[config.mk]
export PLATFORM = sky130hd
export DESIGN_NAME = msc_config_regs
export DESIGN_NICKNAME = d
export VERILOG_FILES = /design/src/msc_pkg.sv /design/src/msc_opt_if.sv /design/src/msc_opt_rom.sv /design/src/msc_config_regs.sv
export SDC_FILE = /design/constraint.sdc
export NUM_CORES = 1
export LEC_CHECK = 0
export ABC_AREA = 1
export BUFFER_PORTS_ARGS = -buffer_cell sky130_fd_sc_hd__buf_2
export CAP_MARGIN = 10
export CORE_MARGIN = 2
export CORE_UTILIZATION = 45
export DETAILED_ROUTE_END_ITERATION = 10
export PLACE_DENSITY = 0.75
export SETUP_SLACK_MARGIN = 0.4
export SLEW_MARGIN = 5
export SYNTH_ARGS = -nofsm -noshare
export SYNTH_HDL_FRONTEND = slang
export SYNTH_SLANG_ARGS = --single-unit
[constraint.sdc]
create_clock -name ref_clk -period 3.7 [get_ports ref_clk]
set_input_delay 0.925 -clock ref_clk [delete_from_list [all_inputs] [get_ports ref_clk]]
set_output_delay 0.925 -clock ref_clk [all_outputs]
set_load 0.005 [all_outputs]
[src/msc_pkg.sv]
`default_nettype none

package msc_pkg;

   // ------------------------------------------------------------------
   // host i/o ports of the index/data pair
   // ------------------------------------------------------------------
   localparam logic [15:0] IO_INDEX_PORT = 16'h00F2;
   localparam logic [15:0] IO_DATA_PORT = 16'h00F3;

   // ------------------------------------------------------------------
   // configuration indexes
   // ------------------------------------------------------------------
   localparam logic [7:0] IDX_MEM_CFG = 8'h00;
   localparam logic [7:0] IDX_DRAM_PAGE = 8'h01;
   localparam logic [7:0] IDX_SHADOW = 8'h02;
   localparam logic [7:0] IDX_COPROC = 8'h03;
   localparam logic [7:0] IDX_MEM_OPT_HI = 8'h12;

   // ------------------------------------------------------------------
   // reset values
   // ------------------------------------------------------------------
   localparam logic [7:0] RST_INDEX = 8'h00;
   localparam logic [7:0] RST_MEM_CFG = 8'h00;
   localparam logic [7:0] RST_DRAM_PAGE = 8'h00;
   localparam logic [7:0] RST_SHADOW = 8'h80;
   localparam logic [7:0] RST_COPROC = 8'h00;
   localparam logic [7:0] RST_MEM_OPT_HI = 8'h00;

   // ------------------------------------------------------------------
   // writable bit masks, reserved bits hold and read zero
   // ------------------------------------------------------------------
   localparam logic [7:0] MASK_MEM_CFG = 8'h0F;
   localparam logic [7:0] MASK_DRAM_PAGE = 8'h10;
   localparam logic [7:0] MASK_SHADOW = 8'hFF;
   localparam logic [7:0] MASK_COPROC = 8'h5F;
   localparam logic [7:0] MASK_MEM_OPT_HI = 8'h03;

   // ------------------------------------------------------------------
   // field positions
   // ------------------------------------------------------------------
   localparam int BIT_RAS_TO_DIS = 4;
   localparam int BIT_SH_CACHE = 6;
   localparam int BIT_SH_WP = 5;
   localparam int SH_SEG_W = 5;
   localparam int BIT_CBR = 6;
   localparam int BIT_PAR_DIS = 4;
   localparam int BIT_NPX_FAST = 3;
   localparam int BIT_NPX_SEQ_DIS = 2;
   localparam int BIT_FPA_DIS = 1;
   localparam int BIT_NPX_DIS = 0;
   localparam int OPT_LO_W = 4;
   localparam int OPT_W = 6;
   localparam int TOTAL_W = 7;

   // ------------------------------------------------------------------
   // coprocessor wait states and shadow segment bases
   // ------------------------------------------------------------------
   localparam logic [1:0] NPX_WS_FAST = 2'h1;
   localparam logic [1:0] NPX_WS_SLOW = 2'h2;
   localparam logic [3:0] SEG_F = 4'hF;
   localparam logic [3:0] SEG_E = 4'hE;
   localparam logic [3:0] SEG_D = 4'hD;
   localparam logic [3:0] SEG_C = 4'hC;

   // bank population size codes
   typedef enum logic [2:0] {
      SZ_NONE = 3'h0,
      SZ_256K = 3'h1,
      SZ_512K = 3'h2,
      SZ_1M = 3'h3,
      SZ_2M = 3'h4,
      SZ_4M = 3'h5
   } msc_bank_size_type;

endpackage

`default_nettype wire

[src/msc_opt_if.sv]
`timescale 1ns/1ps
`default_nettype none

// memory option code out, decoded bank layout back
interface msc_opt_if;
   logic [5:0] code;
   logic [3:0][2:0] bank_size;
   logic [6:0] total_mb;
   logic valid;
   modport cfg (output code, input bank_size, input total_mb, input valid);
   modport rom (input code, output bank_size, output total_mb, output valid);
endinterface

`default_nettype wire

[src/msc_opt_rom.sv]
`timescale 1ns/1ps
`default_nettype none

module msc_opt_rom
(
   input wire logic ref_clk,
   input wire logic rst_b,
   input wire logic ce,
   msc_opt_if.rom opt
);

   localparam logic [2:0] NN = msc_pkg::SZ_NONE;
   localparam logic [2:0] K2 = msc_pkg::SZ_256K;
   localparam logic [2:0] KH = msc_pkg::SZ_512K; // half a megabyte
   localparam logic [2:0] MG = msc_pkg::SZ_1M; // one megabyte
   localparam logic [2:0] M2 = msc_pkg::SZ_2M;
   localparam logic [2:0] M4 = msc_pkg::SZ_4M;

   logic [19:0] row_ff;

   // one table row: valid, total, banks 3..0
   function automatic logic [19:0] ent(
      input logic [6:0] tot,
      input logic [2:0] b0,
      input logic [2:0] b1,
      input logic [2:0] b2,
      input logic [2:0] b3);
      ent = {1'b1, tot, b3, b2, b1, b0};
   endfunction

   // option code to bank layout, unlisted codes decode as empty
   function automatic logic [19:0] lookup(input logic [5:0] code);
      unique case (code)
         6'h00: lookup = ent(7'h01, K2, NN, NN, NN);
         6'h04: lookup = ent(7'h02, K2, K2, NN, NN);
         6'h07: lookup = ent(7'h03, K2, K2, K2, NN);
         6'h09: lookup = ent(7'h04, K2, K2, K2, K2);
         6'h10: lookup = ent(7'h04, MG, NN, NN, NN);
         6'h11: lookup = ent(7'h05, K2, MG, NN, NN);
         6'h12: lookup = ent(7'h06, K2, K2, MG, NN);
         6'h13: lookup = ent(7'h07, K2, K2, K2, MG);
         6'h14: lookup = ent(7'h08, MG, MG, NN, NN);
         6'h15: lookup = ent(7'h09, K2, MG, MG, NN);
         6'h16: lookup = ent(7'h0A, K2, K2, MG, MG);
         6'h17: lookup = ent(7'h0C, MG, MG, MG, NN);
         6'h18: lookup = ent(7'h0D, K2, MG, MG, MG);
         6'h19: lookup = ent(7'h10, MG, MG, MG, MG);
         6'h20: lookup = ent(7'h10, M4, NN, NN, NN);
         6'h21: lookup = ent(7'h14, MG, M4, NN, NN);
         6'h22: lookup = ent(7'h18, MG, MG, M4, NN);
         6'h23: lookup = ent(7'h1C, MG, MG, MG, M4);
         6'h24: lookup = ent(7'h20, M4, M4, NN, NN);
         6'h25: lookup = ent(7'h24, MG, M4, M4, NN);
         6'h26: lookup = ent(7'h28, MG, MG, M4, M4);
         6'h27: lookup = ent(7'h30, M4, M4, M4, NN);
         6'h28: lookup = ent(7'h34, MG, M4, M4, M4);
         6'h29: lookup = ent(7'h40, M4, M4, M4, M4);
         6'h30: lookup = ent(7'h02, KH, NN, NN, NN);
         6'h31: lookup = ent(7'h04, KH, KH, NN, NN);
         6'h32: lookup = ent(7'h06, KH, KH, KH, NN);
         6'h33: lookup = ent(7'h08, KH, KH, KH, KH);
         6'h34: lookup = ent(7'h06, KH, MG, NN, NN);
         6'h35: lookup = ent(7'h08, KH, KH, MG, NN);
         6'h36: lookup = ent(7'h0C, KH, KH, MG, MG);
         6'h37: lookup = ent(7'h12, KH, M4, NN, NN);
         6'h38: lookup = ent(7'h14, KH, KH, M4, NN);
         6'h39: lookup = ent(7'h24, KH, KH, M4, M4);
         6'h02: lookup = ent(7'h12, K2, K2, M4, NN);
         6'h06: lookup = ent(7'h22, K2, K2, M4, M4);
         6'h01: lookup = ent(7'h11, K2, M4, NN, NN);
         6'h3C: lookup = ent(7'h08, M2, NN, NN, NN);
         6'h3D: lookup = ent(7'h10, M2, M2, NN, NN);
         6'h3E: lookup = ent(7'h0C, M2, MG, NN, NN);
         6'h3F: lookup = ent(7'h18, M2, M4, NN, NN);
         default: lookup = 20'h0_0000;
      endcase
   endfunction

   // registered table read
   always_ff @(posedge ref_clk or negedge rst_b)
   begin
      if (!rst_b)
         row_ff <= 20'h0_0000;
      else if (ce)
         row_ff <= lookup(opt.code);
   end

   assign opt.valid = row_ff[19];
   assign opt.total_mb = row_ff[18:12];
   assign opt.bank_size = row_ff[11:0];

   chk_option_decode: assert property (
      @(posedge ref_clk) disable iff (!rst_b)
      ce && opt.code == 6'h29 |=> opt.total_mb == 7'h40 && opt.valid &&
         opt.bank_size == {M4, M4, M4, M4})
      else $error("option 101001 did not decode to four 4M banks");

endmodule

`default_nettype wire

[src/msc_config_regs.sv]
`timescale 1ns/1ps
`default_nettype none

// Summary of operation
// six-bit memory option code decodes into bank sizes and total memory.
// index 1h bit 4 disables row-active timeout; other bits reserved.
// software keeps index 2h bit 7 at one; it resets to one.
// index 2h bit 6 makes enabled shadow segments cacheable.
// index 2h bit 5 write-protects enabled shadow segments.
// index 2h bits 4-0 enable the five shadow segments.
// index 3h bit 6 selects column-before-row expansion-bus refresh.
// index 3h bit 4 suppresses memory parity checking.
// index 3h bit 3 gives one coprocessor wait state, else two.
// index 3h bit 2 disables the coprocessor cycle sequencer.
// index 3h bit 1 routes accelerator accesses to the expansion bus.
// index 3h bit 0 routes coprocessor accesses to the expansion bus.
// index written at port F2, data read or written at port F3.
// software writes zero to reserved and unused bits.
// option code low four bits come from index 0h bits 3-0.

module msc_config_regs
(
   input wire logic ref_clk,
   input wire logic rst_b,
   input wire logic ce,
   input wire logic [15:0] io_addr,
   input wire logic io_rd_b,
   input wire logic io_wr_b,
   input wire logic [7:0] io_data_in,
   output logic [7:0] io_data_out_ff,
   output logic io_data_oe_ff,
   input wire logic cpu_mem_valid,
   input wire logic cpu_mem_write,
   input wire logic [19:0] cpu_mem_addr,
   output logic ras_timeout_dis_ff,
   output logic [4:0] shadow_seg_en_ff,
   output logic shadow_cache_en_ff,
   output logic shadow_wp_ff,
   output logic shadow_hit_ff,
   output logic shadow_cacheable_ff,
   output logic shadow_wr_block_ff,
   output logic cbr_refresh_ff,
   output logic parity_check_dis_ff,
   output logic [1:0] npx_wait_states_ff,
   output logic npx_seq_dis_ff,
   output logic fpa_decode_dis_ff,
   output logic npx_decode_dis_ff,
   output logic [3:0][2:0] bank_size,
   output logic [6:0] total_mem_mb,
   output logic option_valid
);

   // ------------------------------------------------------------------
   // declarations
   // ------------------------------------------------------------------
   logic [15:0] addr_s1_ff, addr_s2_ff, addr_s3_ff;
   logic [7:0] data_s1_ff, data_s2_ff, data_s3_ff;
   logic rd_b_s1_ff, rd_b_s2_ff;
   logic wr_b_s1_ff, wr_b_s2_ff, wr_b_s3_ff;
   logic [7:0] index_ff;
   logic [7:0] mem_cfg_ff, dram_page_ff, shadow_ff, coproc_ff, opt_hi_ff;
   logic [7:0] nxt_mem_cfg, nxt_dram_page, nxt_shadow, nxt_coproc;
   logic [7:0] nxt_opt_hi;
   logic [7:0] wdat_d1_ff, wdat_d2_ff;
   logic wr_done, wr_index, wr_data, rd_active;
   logic [7:0] wdat, rd_cfg;
   logic [4:0] cpu_seg, cpu_seg_on;
   logic cpu_hit;

   msc_opt_if opt_bus ();

   // merge written bits under mask when the data port hits this index
   function automatic logic [7:0] apply_write(
      input logic [7:0] old_val,
      input logic [7:0] new_val,
      input logic [7:0] mask,
      input logic hit);
      apply_write = hit ? ((new_val & mask) | (old_val & ~mask)) : old_val;
   endfunction

   // which shadow segment a real-mode address falls in, one-hot
   function automatic logic [4:0] seg_of(input logic [19:0] addr);
      seg_of = 5'h00;
      if (addr[19:16] == msc_pkg::SEG_F)
         seg_of = 5'h10;
      else if (addr[19:16] == msc_pkg::SEG_E)
         seg_of = 5'h08;
      else if (addr[19:16] == msc_pkg::SEG_D)
         seg_of = 5'h04;
      else if (addr[19:16] == msc_pkg::SEG_C)
         seg_of = addr[15] ? 5'h02 : 5'h01;
   endfunction

   // ------------------------------------------------------------------
   // pin synchronisers
   // ------------------------------------------------------------------

   // two stages before use, a third for strobe edges and held data
   always_ff @(posedge ref_clk or negedge rst_b)
   begin
      if (!rst_b)
      begin
         addr_s1_ff <= 16'h0000;
         addr_s2_ff <= 16'h0000;
         addr_s3_ff <= 16'h0000;
         data_s1_ff <= 8'h00;
         data_s2_ff <= 8'h00;
         data_s3_ff <= 8'h00;
         rd_b_s1_ff <= 1'b1;
         rd_b_s2_ff <= 1'b1;
         wr_b_s1_ff <= 1'b1;
         wr_b_s2_ff <= 1'b1;
         wr_b_s3_ff <= 1'b1;
      end
      else if (ce)
      begin
         addr_s1_ff <= io_addr;
         addr_s2_ff <= addr_s1_ff;
         addr_s3_ff <= addr_s2_ff;
         data_s1_ff <= io_data_in;
         data_s2_ff <= data_s1_ff;
         data_s3_ff <= data_s2_ff;
         rd_b_s1_ff <= io_rd_b;
         rd_b_s2_ff <= rd_b_s1_ff;
         wr_b_s1_ff <= io_wr_b;
         wr_b_s2_ff <= wr_b_s1_ff;
         wr_b_s3_ff <= wr_b_s2_ff;
      end
   end

   // ------------------------------------------------------------------
   // index/data port decode
   // ------------------------------------------------------------------

   // a write takes effect as the strobe is released
   assign wr_done = wr_b_s2_ff & ~wr_b_s3_ff;
   assign wdat = data_s3_ff;
   assign wr_index = wr_done && addr_s3_ff == msc_pkg::IO_INDEX_PORT;
   assign wr_data = wr_done && addr_s3_ff == msc_pkg::IO_DATA_PORT;
   assign rd_active = !rd_b_s2_ff &&
      (addr_s2_ff == msc_pkg::IO_INDEX_PORT ||
       addr_s2_ff == msc_pkg::IO_DATA_PORT);

   // next register values, reserved bits stay zero
   assign nxt_mem_cfg = apply_write(mem_cfg_ff, wdat, msc_pkg::MASK_MEM_CFG,
      wr_data && index_ff == msc_pkg::IDX_MEM_CFG);
   assign nxt_dram_page = apply_write(dram_page_ff, wdat,
      msc_pkg::MASK_DRAM_PAGE, wr_data && index_ff == msc_pkg::IDX_DRAM_PAGE);
   assign nxt_shadow = apply_write(shadow_ff, wdat, msc_pkg::MASK_SHADOW,
      wr_data && index_ff == msc_pkg::IDX_SHADOW);
   assign nxt_coproc = apply_write(coproc_ff, wdat, msc_pkg::MASK_COPROC,
      wr_data && index_ff == msc_pkg::IDX_COPROC);
   assign nxt_opt_hi = apply_write(opt_hi_ff, wdat, msc_pkg::MASK_MEM_OPT_HI,
      wr_data && index_ff == msc_pkg::IDX_MEM_OPT_HI);

   // readback of the selected index, unheld indexes read zero
   assign rd_cfg =
      (index_ff == msc_pkg::IDX_MEM_CFG) ? mem_cfg_ff :
      (index_ff == msc_pkg::IDX_DRAM_PAGE) ? dram_page_ff :
      (index_ff == msc_pkg::IDX_SHADOW) ? shadow_ff :
      (index_ff == msc_pkg::IDX_COPROC) ? coproc_ff :
      (index_ff == msc_pkg::IDX_MEM_OPT_HI) ? opt_hi_ff : 8'h00;

   // ------------------------------------------------------------------
   // configuration registers
   // ------------------------------------------------------------------

   // shadow register leaves reset with its top bit at one
   always_ff @(posedge ref_clk or negedge rst_b)
   begin
      if (!rst_b)
      begin
         index_ff <= msc_pkg::RST_INDEX;
         mem_cfg_ff <= msc_pkg::RST_MEM_CFG;
         dram_page_ff <= msc_pkg::RST_DRAM_PAGE;
         shadow_ff <= msc_pkg::RST_SHADOW;
         coproc_ff <= msc_pkg::RST_COPROC;
         opt_hi_ff <= msc_pkg::RST_MEM_OPT_HI;
      end
      else if (ce)
      begin
         index_ff <= wr_index ? wdat : index_ff;
         mem_cfg_ff <= nxt_mem_cfg;
         dram_page_ff <= nxt_dram_page;
         shadow_ff <= nxt_shadow;
         coproc_ff <= nxt_coproc;
         opt_hi_ff <= nxt_opt_hi;
      end
   end

   // host data bus, driven only while a port read is in progress
   always_ff @(posedge ref_clk or negedge rst_b)
   begin
      if (!rst_b)
      begin
         io_data_out_ff <= 8'h00;
         io_data_oe_ff <= 1'b0;
      end
      else if (ce)
      begin
         io_data_out_ff <= (addr_s2_ff == msc_pkg::IO_INDEX_PORT) ?
            index_ff : rd_cfg;
         io_data_oe_ff <= rd_active;
      end
   end

   // ------------------------------------------------------------------
   // control outputs
   // ------------------------------------------------------------------

   // registered control fields
   always_ff @(posedge ref_clk or negedge rst_b)
   begin
      if (!rst_b)
      begin
         ras_timeout_dis_ff <= 1'b0;
         shadow_seg_en_ff <= 5'h00;
         shadow_cache_en_ff <= 1'b0;
         shadow_wp_ff <= 1'b0;
         cbr_refresh_ff <= 1'b0;
         parity_check_dis_ff <= 1'b0;
         npx_wait_states_ff <= msc_pkg::NPX_WS_SLOW;
         npx_seq_dis_ff <= 1'b0;
         fpa_decode_dis_ff <= 1'b0;
         npx_decode_dis_ff <= 1'b0;
      end
      else if (ce)
      begin
         ras_timeout_dis_ff <= dram_page_ff[msc_pkg::BIT_RAS_TO_DIS];
         shadow_seg_en_ff <= shadow_ff[msc_pkg::SH_SEG_W-1:0];
         shadow_cache_en_ff <= shadow_ff[msc_pkg::BIT_SH_CACHE];
         shadow_wp_ff <= shadow_ff[msc_pkg::BIT_SH_WP];
         cbr_refresh_ff <= coproc_ff[msc_pkg::BIT_CBR];
         parity_check_dis_ff <= coproc_ff[msc_pkg::BIT_PAR_DIS];
         npx_wait_states_ff <= coproc_ff[msc_pkg::BIT_NPX_FAST] ?
            msc_pkg::NPX_WS_FAST : msc_pkg::NPX_WS_SLOW;
         npx_seq_dis_ff <= coproc_ff[msc_pkg::BIT_NPX_SEQ_DIS];
         fpa_decode_dis_ff <= coproc_ff[msc_pkg::BIT_FPA_DIS];
         npx_decode_dis_ff <= coproc_ff[msc_pkg::BIT_NPX_DIS];
      end
   end

   // ------------------------------------------------------------------
   // shadow access qualification
   // ------------------------------------------------------------------

   // only enabled segments count as shadow hits
   assign cpu_seg = seg_of(cpu_mem_addr);
   assign cpu_seg_on = cpu_seg & shadow_seg_en_ff;
   assign cpu_hit = cpu_mem_valid && |cpu_seg_on;

   // cacheability and write blocking of a shadow hit
   always_ff @(posedge ref_clk or negedge rst_b)
   begin
      if (!rst_b)
      begin
         shadow_hit_ff <= 1'b0;
         shadow_cacheable_ff <= 1'b0;
         shadow_wr_block_ff <= 1'b0;
      end
      else if (ce)
      begin
         shadow_hit_ff <= cpu_hit;
         shadow_cacheable_ff <= cpu_hit && shadow_cache_en_ff;
         shadow_wr_block_ff <= cpu_hit && cpu_mem_write && shadow_wp_ff;
      end
   end

   // ------------------------------------------------------------------
   // memory option decode
   // ------------------------------------------------------------------

   // upper two bits from index 12h, lower four from index 0h
   assign opt_bus.code = {opt_hi_ff[1:0], mem_cfg_ff[msc_pkg::OPT_LO_W-1:0]};

   msc_opt_rom u_opt_rom
   (
      .ref_clk(ref_clk),
      .rst_b(rst_b),
      .ce(ce),
      .opt(opt_bus.rom)
   );

   assign bank_size = opt_bus.bank_size;
   assign total_mem_mb = opt_bus.total_mb;
   assign option_valid = opt_bus.valid;

   // ------------------------------------------------------------------
   // checks
   // ------------------------------------------------------------------

   // delayed write data, only read by the checks
   always_ff @(posedge ref_clk or negedge rst_b)
   begin
      if (!rst_b)
      begin
         wdat_d1_ff <= 8'h00;
         wdat_d2_ff <= 8'h00;
      end
      else
      begin
         wdat_d1_ff <= wdat;
         wdat_d2_ff <= wdat_d1_ff;
      end
   end

   chk_index_load: assert property (
      @(posedge ref_clk) disable iff (!rst_b)
      ce && wr_index |=> index_ff == wdat_d1_ff)
      else $error("index port write not taken");

   chk_read_drive: assert property (
      @(posedge ref_clk) disable iff (!rst_b)
      ce && rd_active && addr_s2_ff == msc_pkg::IO_DATA_PORT
      |=> io_data_oe_ff && io_data_out_ff == $past(rd_cfg))
      else $error("data port read not driven with selected register");

   chk_ras_timeout: assert property (
      @(posedge ref_clk) disable iff (!rst_b)
      (ce && wr_data && index_ff == msc_pkg::IDX_DRAM_PAGE ##1 ce)
      |=> ras_timeout_dis_ff == wdat_d2_ff[msc_pkg::BIT_RAS_TO_DIS])
      else $error("row timeout control does not follow write");

   chk_seg_enable: assert property (
      @(posedge ref_clk) disable iff (!rst_b)
      (ce && wr_data && index_ff == msc_pkg::IDX_SHADOW ##1 ce)
      |=> shadow_seg_en_ff == wdat_d2_ff[4:0])
      else $error("segment enables do not follow write");

   chk_cache_gate: assert property (
      @(posedge ref_clk) disable iff (!rst_b)
      ce && cpu_hit |=> shadow_cacheable_ff == $past(shadow_cache_en_ff))
      else $error("shadow cacheability not gated by enable bit");

   chk_write_block: assert property (
      @(posedge ref_clk) disable iff (!rst_b)
      ce && cpu_hit && cpu_mem_write && shadow_wp_ff |=> shadow_wr_block_ff)
      else $error("write to protected shadow segment not blocked");

   chk_cbr_refresh: assert property (
      @(posedge ref_clk) disable iff (!rst_b)
      ce && coproc_ff[msc_pkg::BIT_CBR] |=> cbr_refresh_ff)
      else $error("column-before-row refresh not selected");

   chk_parity_off: assert property (
      @(posedge ref_clk) disable iff (!rst_b)
      ce && !coproc_ff[msc_pkg::BIT_PAR_DIS] |=> !parity_check_dis_ff)
      else $error("parity check suppressed without its bit");

   chk_npx_wait: assert property (
      @(posedge ref_clk) disable iff (!rst_b)
      ce && !coproc_ff[msc_pkg::BIT_NPX_FAST] |=> npx_wait_states_ff == 2'h2)
      else $error("coprocessor wait states not two with bit clear");

   chk_npx_seq: assert property (
      @(posedge ref_clk) disable iff (!rst_b)
      ce && coproc_ff[msc_pkg::BIT_NPX_SEQ_DIS] |=> npx_seq_dis_ff)
      else $error("coprocessor sequencer not disabled");

   chk_fpa_route: assert property (
      @(posedge ref_clk) disable iff (!rst_b)
      ce && coproc_ff[msc_pkg::BIT_FPA_DIS] |=> fpa_decode_dis_ff)
      else $error("accelerator decode not disabled");

   chk_npx_route: assert property (
      @(posedge ref_clk) disable iff (!rst_b)
      ce && coproc_ff[msc_pkg::BIT_NPX_DIS] |=> npx_decode_dis_ff)
      else $error("coprocessor decode not disabled");

   chk_option_low: assert property (
      @(posedge ref_clk) disable iff (!rst_b)
      ce && wr_data && index_ff == msc_pkg::IDX_MEM_CFG
      |=> opt_bus.code[3:0] == wdat_d1_ff[3:0])
      else $error("option code low bits do not follow index 0h");

endmodule

`default_nettype wire

**Word-level counts from Yosys, hierarchy flattened**

Memories as Yosys holds them, arrays and structs flattened. A register that Yosys moved wholly into a read port is not among the register bits.
Cells that the tools add are included.

- ROM bits: 1280
- Word-level logic and storage cells: 87
- Memory bits (writable): 0
- Register bits: 152
- Input bits: 51
- Latch bits: 0
- Memories kept: 1
- Output and inout port bits: 47

- Multiply operators: 0
- Shifts and indexed selects: 0
- Eq/ne operators: 12
- Add/sub/neg operators: 0
- Bitwise gates (word level): 7
- Mux-type cells: 12
- Div/mod/pow operators: 0
- Reductions and logical operators: 23
- Order comparisons: 0

Memories:

| memory | words | width | read ports | clocked after memory_dff | write ports | RTL line | text |
|---|---|---|---|---|---|---|---|
| (name not given) | 64 | 20 | 1 | 1 | 0 | msc_opt_rom.sv:33 | `unique case (code)` |

Operators by type and width:

| operator | number |
|---|---|
| 16-bit by 8-bit equality test with 1-bit output, second input constant | 4 |
| 8-bit 2-to-1 mux | 6 |
| 4-bit equality test, second input constant | 4 |
| 8-bit by 2-bit equality test with 1-bit output, second input constant | 2 |
| 1-bit logical AND | 12 |
| 2-bit AND reduction | 6 |
| 8-bit by 1-bit equality test with 1-bit output, second input constant | 1 |
| 8-bit by 5-bit equality test with 1-bit output, second input constant | 1 |
| 8-bit zero test | 1 |
| 2-bit by 8-bit bitwise OR with 8-bit output | 1 |
| 4-bit by 8-bit bitwise OR with 8-bit output | 1 |
| 5-bit by 8-bit bitwise OR with 8-bit output | 1 |
| 7-bit by 8-bit bitwise OR with 8-bit output | 1 |
| 2-bit 2-to-1 mux | 3 |
| 5-bit bitwise AND | 1 |
| 5-bit 2-to-1 mux | 1 |
| 5-bit OR reduction | 1 |
| 4-bit 2-to-1 mux | 1 |
| 3-bit 2-to-1 mux | 1 |
| 1-bit zero test | 2 |
| 1-bit bitwise AND | 1 |
| 1-bit logical OR | 1 |
| 1-bit inverter | 1 |

**Longest topological paths before layout**

- Depth after elaboration: 10
- Mapped depth: 11
- Depth with buffers taken out: 11

**Hierarchy**

A second synthesis with hierarchy kept.

- Cells, all modules: 935
- Area total of the unflattened synthesis: 7405.9 µm²

Modules (own cells, without submodules):

| module | cells an instance | times used | area each (µm²) |
|---|---|---|---|
| msc_config_regs | 681 | 1 | 5731.7 |
| msc_opt_rom | 254 | 1 | 1674.1 |

**Least setup slack after synthesis**

OpenSTA, ideal clock, no wires.

- Kind: input port to flip-flop
- Start point: input port ce
- End point: register index_ff[6]
- Stages: 6
- Arrival time: 1.675 ns
- Path slack: 1.905 ns
- Required time: 3.579 ns
- Buffers on the path: 1
- Cells stage by stage: nand4_1 -> nor3_2 -> nand3_2 -> buf_2 -> nand2_1 -> o21ai_1

- Longest elaborated chain between the ends: 1

Ends and longest elaborated chain:

| item | RTL line | text |
|---|---|---|
| from (decl) | msc_config_regs.sv:25 | `input wire logic ce,` |
| 2-bit AND reduction (no line) | - |  |
| to (signal assigned) | msc_config_regs.sv:173 | `index_ff <= msc_pkg::RST_INDEX;` |
| to (signal assigned) | msc_config_regs.sv:182 | `index_ff <= wr_index ? wdat : index_ff;` |
| to (decl) | msc_config_regs.sv:60 | `logic [7:0] index_ff;` |

No other way between the ends.
A chain may end at the register's enable or synchronous reset.

**Final worst setup path**

- Start point: register addr_s3_ff[13]
- End point: register shadow_ff[0]

- Longest elaborated chain between the ends: 4

Ends and longest elaborated chain:

| item | RTL line | text |
|---|---|---|
| from (decl) | msc_config_regs.sv:56 | `logic [15:0] addr_s1_ff, addr_s2_ff, addr_s3_ff;` |
| from (signal assigned) | msc_config_regs.sv:119 | `addr_s3_ff <= addr_s2_ff;` |
| 16-bit by 8-bit equality test with 1-bit output | msc_config_regs.sv:139 | `assign wr_data = wr_done && addr_s3_ff == msc_pkg::IO_DATA_PORT;` |
| 1-bit logical AND | msc_config_regs.sv:139 |  |
| 1-bit logical AND | msc_config_regs.sv:150 | `wr_data && index_ff == msc_pkg::IDX_SHADOW);` |
| 2-bit AND reduction (no line) | - |  |
| to (signal assigned) | msc_config_regs.sv:176 | `shadow_ff <= msc_pkg::RST_SHADOW;` |
| to (signal assigned) | msc_config_regs.sv:185 | `shadow_ff <= nxt_shadow;` |
| to (decl) | msc_config_regs.sv:61 | `logic [7:0] mem_cfg_ff, dram_page_ff, shadow_ff, coproc_ff, opt_hi_ff;` |

No other way between the ends.

==> out/qor.yml <==
synthesis:
  syn-num-nets: 957
  synthCells: 900
  synth_area_um2: 7010
  yosys_warnings: 0
  ys_types: 29
  yosysSeqAreaShare_pct: 54.8
  avgSynthCellArea_um2: 7.79
  synth-seq-cells: 153
place:
  post-dp-hpwl_mm: 11.2
  placed_cell_area_um2: 7560
  gp_congestion: 0.915
  port_buffers: 82
detailed_routing:
  drc: 0
  num_vias: 5939
  via_per_inst: 5.07
  avgRoutedWirePerCell_um: 14.0
  antenna_left: 0
  drt_iter0_drc: 416
  finalWirelength_mm: 16.4
  firstDrtPassIters: 5
run:
  maxCapViolations: 0
clock_tree:
  post-cts-setup-buffers: 0
  cts.sinks: 153
  cts_tree: "done"
  cts_max_level: 4
  cts_buffers: 17
  clkLatencyLatePin_ps: 430
  cts_resized: 0
  clockBufferDepth: 2
  cts_root_buf: "clkbuf_16"
  path_clk_slew_ps: 70
  hold_buffers: 0
critical_path:
  cpMostUsedCell: "nand2_1"
  crit_path_cell_trace: "nor2_1 > nand3_1 > nor2_1 > nand2_1 > nor2_4 > nand2_1 > nand2_1 > nand2_1"
  crit_buf_inv: 0
  worstPathArrival_ps: 2340
  end_kind: "flop"
  crit_type: "flop to flop"
  cp_slowest_stage_delay_ps: 460
  cp_top_family: "simple AND/OR/NAND/NOR gates"
  crit_path_start: "addr_s3_ff[13]$_DFFE_PN0P_"
  cp_num_cells: 8
  r2r-start: "addr_s3_ff[13]$_DFFE_PN0P_"
  ff2ff_path_depth: 8
  path_max_fanout: 25
  worst_path_max_delay_cell: "nor2_4"
  cp-start-kind: "flop"
  required_ps: 4010
sta:
  hold_viol: 0
  hold_slack_ps: 467
  fin_tns_setup_ps: 0
  fmax_mhz: 494
  fin_crit_ps: 2030
  worst_pin_slew_ps: 782
  period_share_pct: 54.7
  finalSetupViolations: 0
  rsz0062_at_grt: "false"
  skew_ps: 14.1
  maxSlewHeadroom_pct: 47.9
  drv_slew: 0
floorplanning:
  start_util_pct: 46.1
  die_w_um: 129
  rows: 45
  core_area_um2: 15200
  die_area_um2: 16600
  die_h_um: 129
  ios: 98
worst_hold_path:
  holdPathStages: 2
  hp-class: "flop to flop"
  worstHoldStart: "npx_wait_states_ff[0]$_DFFE_PN0P_"
finish:
  synthToLayoutAreaGrowth_pct: 15.9
  drive_gt1_share_pct: 13.8
  fin_nets: 1027
  mostFrequentLayoutCells: "nand2_1 (410), dfrtp_1 (146), buf_2 (80)"
  layout_commonest_cell: "nand2_1"
  diodes: 0
  fin_area_um2: 8120
pwr:
  p_int_mw: 2.78
  clock_power_share_pct: 43.9
  totalPowerFinal_mw: 3.73
  switching_share_pct: 25.5
  combPwrFrac_pct: 6.7
  seq_power_share_pct: 49.5
  p_switching_mw: 0.953
  irDropWorstVdd_mv: 0.312
  power_leakage_nw: 4.32
  power_density_nw_per_um2: 459
global_route:
  grt_pass1_vias: 5627
  overflow: 0
  grt_start_max_net_pins: 89
  grt_pass1_wl_mm: 27.7
  antenna_found_initial: 0
  grt_usage_pct: 21.3
status:
  outcome: "complete, no violations"
## cell usage after synthesis, drive strengths merged
| cell | instances | area [um2] |
|---|---|---|
| inv | 58 | 218 |
| nand3 | 58 | 295 |
| nor3 | 5 | 35.0 |
| nand2 | 411 | 1550 |
| a41oi | 1 | 8.76 |
| nor3b | 1 | 7.51 |
| nor2 | 68 | 273 |
| xor2 | 1 | 8.76 |
| clkbuf | 24 | 90.1 |
| o211ai | 4 | 30.0 |
| ha | 6 | 75.1 |
| buf | 14 | 76.3 |
| o31ai | 3 | 22.5 |
| nand4 | 8 | 50.1 |
| a31oi | 7 | 43.8 |
| dfstp | 7 | 184 |
| a21oi | 23 | 115 |
| o22ai | 1 | 6.26 |
| dfrtp | 146 | 3650 |
| o21ai | 54 | 270 |
## sequential cells by signal, summed over array words and instances (netlist names), 2 cells and up
signal and flops:
data_s1_ff 8, index_ff 8, shadow_seg_en_ff 5, data_s3_ff 8, npx_wait_states_ff 2, mem_cfg_ff 4, addr_s1_ff 16, coproc_ff 6
data_s2_ff 8, u_opt_rom.row_ff 20, shadow_ff 8, addr_s3_ff 16, opt_hi_ff 2, addr_s2_ff 16, io_data_out_ff 8
## worst reg2reg max path, delay by kind of cell, from the launching register on
kind / cells / cell delay (ps)
flops: 1 / 380
simple gates: 8 / 1520
## per-stage QoR
step / utilization (%) / std cells / setup WS, ps
6_report: 53.4 / 1171 / 1670
5_1_grt: 53.4 / 1171 / 1370
4_1_cts: 53.4 / 1171 / 1680
3_5_place_dp: 49.7 / 1139 / 1290
3_3_place_gp: 49.7 / 1139 / 1310
2_1_floorplan: - / 900 / 1900
## area by class of cell
type | count | area [um2]
Multi-Input combinational cell | 651 | 2790
Inverter | 58 | 218
Clock inverter | 12 | 105
Fill cell | 1450 | 7080
Clock buffer | 20 | 457
Tap cell | 188 | 235
Sequential cell | 153 | 3840
Timing Repair Buffer | 89 | 484
## metal layers
metal | GRT usage [%] | part of all wire, %
met1 | 30.0 | 48
met2 | 32.5 | 45
met3 | 4.74 | 5.2
met4 | 7.54 | 1.9
met5 | 0 | 0
## power groups by stage
stage / Combinational (mW) / Sequential, mW / Clock, mW
after floorplan: 0.147 / 1.86 / 0
after global placement: 0.245 / 1.87 / 0
after detailed placement: 0.253 / 1.87 / 0
after CTS: 0.256 / 1.84 / 1.67
after global routing: 0.294 / 1.86 / 1.75
final: 0.248 / 1.85 / 1.64
## logic make-up (layout without fill, tap and decap cells)
logic type | Yosys count | after routing | share of synthesized area, %
adders and majority gates | 6 | 6 | 1.07
and+or+nand+nor | 551 | 551 | 31.5
xor gates and xnor gates | 1 | 1 | 0.125
buffers and inverters | 96 | 179 | 5.48
DFF | 153 | 153 | 54.8
AOI/OAI and AO/OA | 93 | 93 | 7.09
## final timing paths
| kind | endpoint | slack (ps) |
|---|---|---|
| worst max-delay path | shadow_ff[0]$_DFFE_PN0P_ | 1670 |
| worst min-delay path | npx_wait_states_ff[0]$_DFFE_PN0P_ | 470 |
| worst max register to register | shadow_ff[0]$_DFFE_PN0P_ | 1670 |
| worst min register to register | npx_wait_states_ff[0]$_DFFE_PN0P_ | 470 |
| max in group asynchronous | shadow_ff[7]$_DFFE_PN1P_ | 2310 |
| min in group asynchronous | shadow_cacheable_ff$_DFFE_PN0P_ | 540 |
Note: power is estimated with default switching activity, not from simulation.
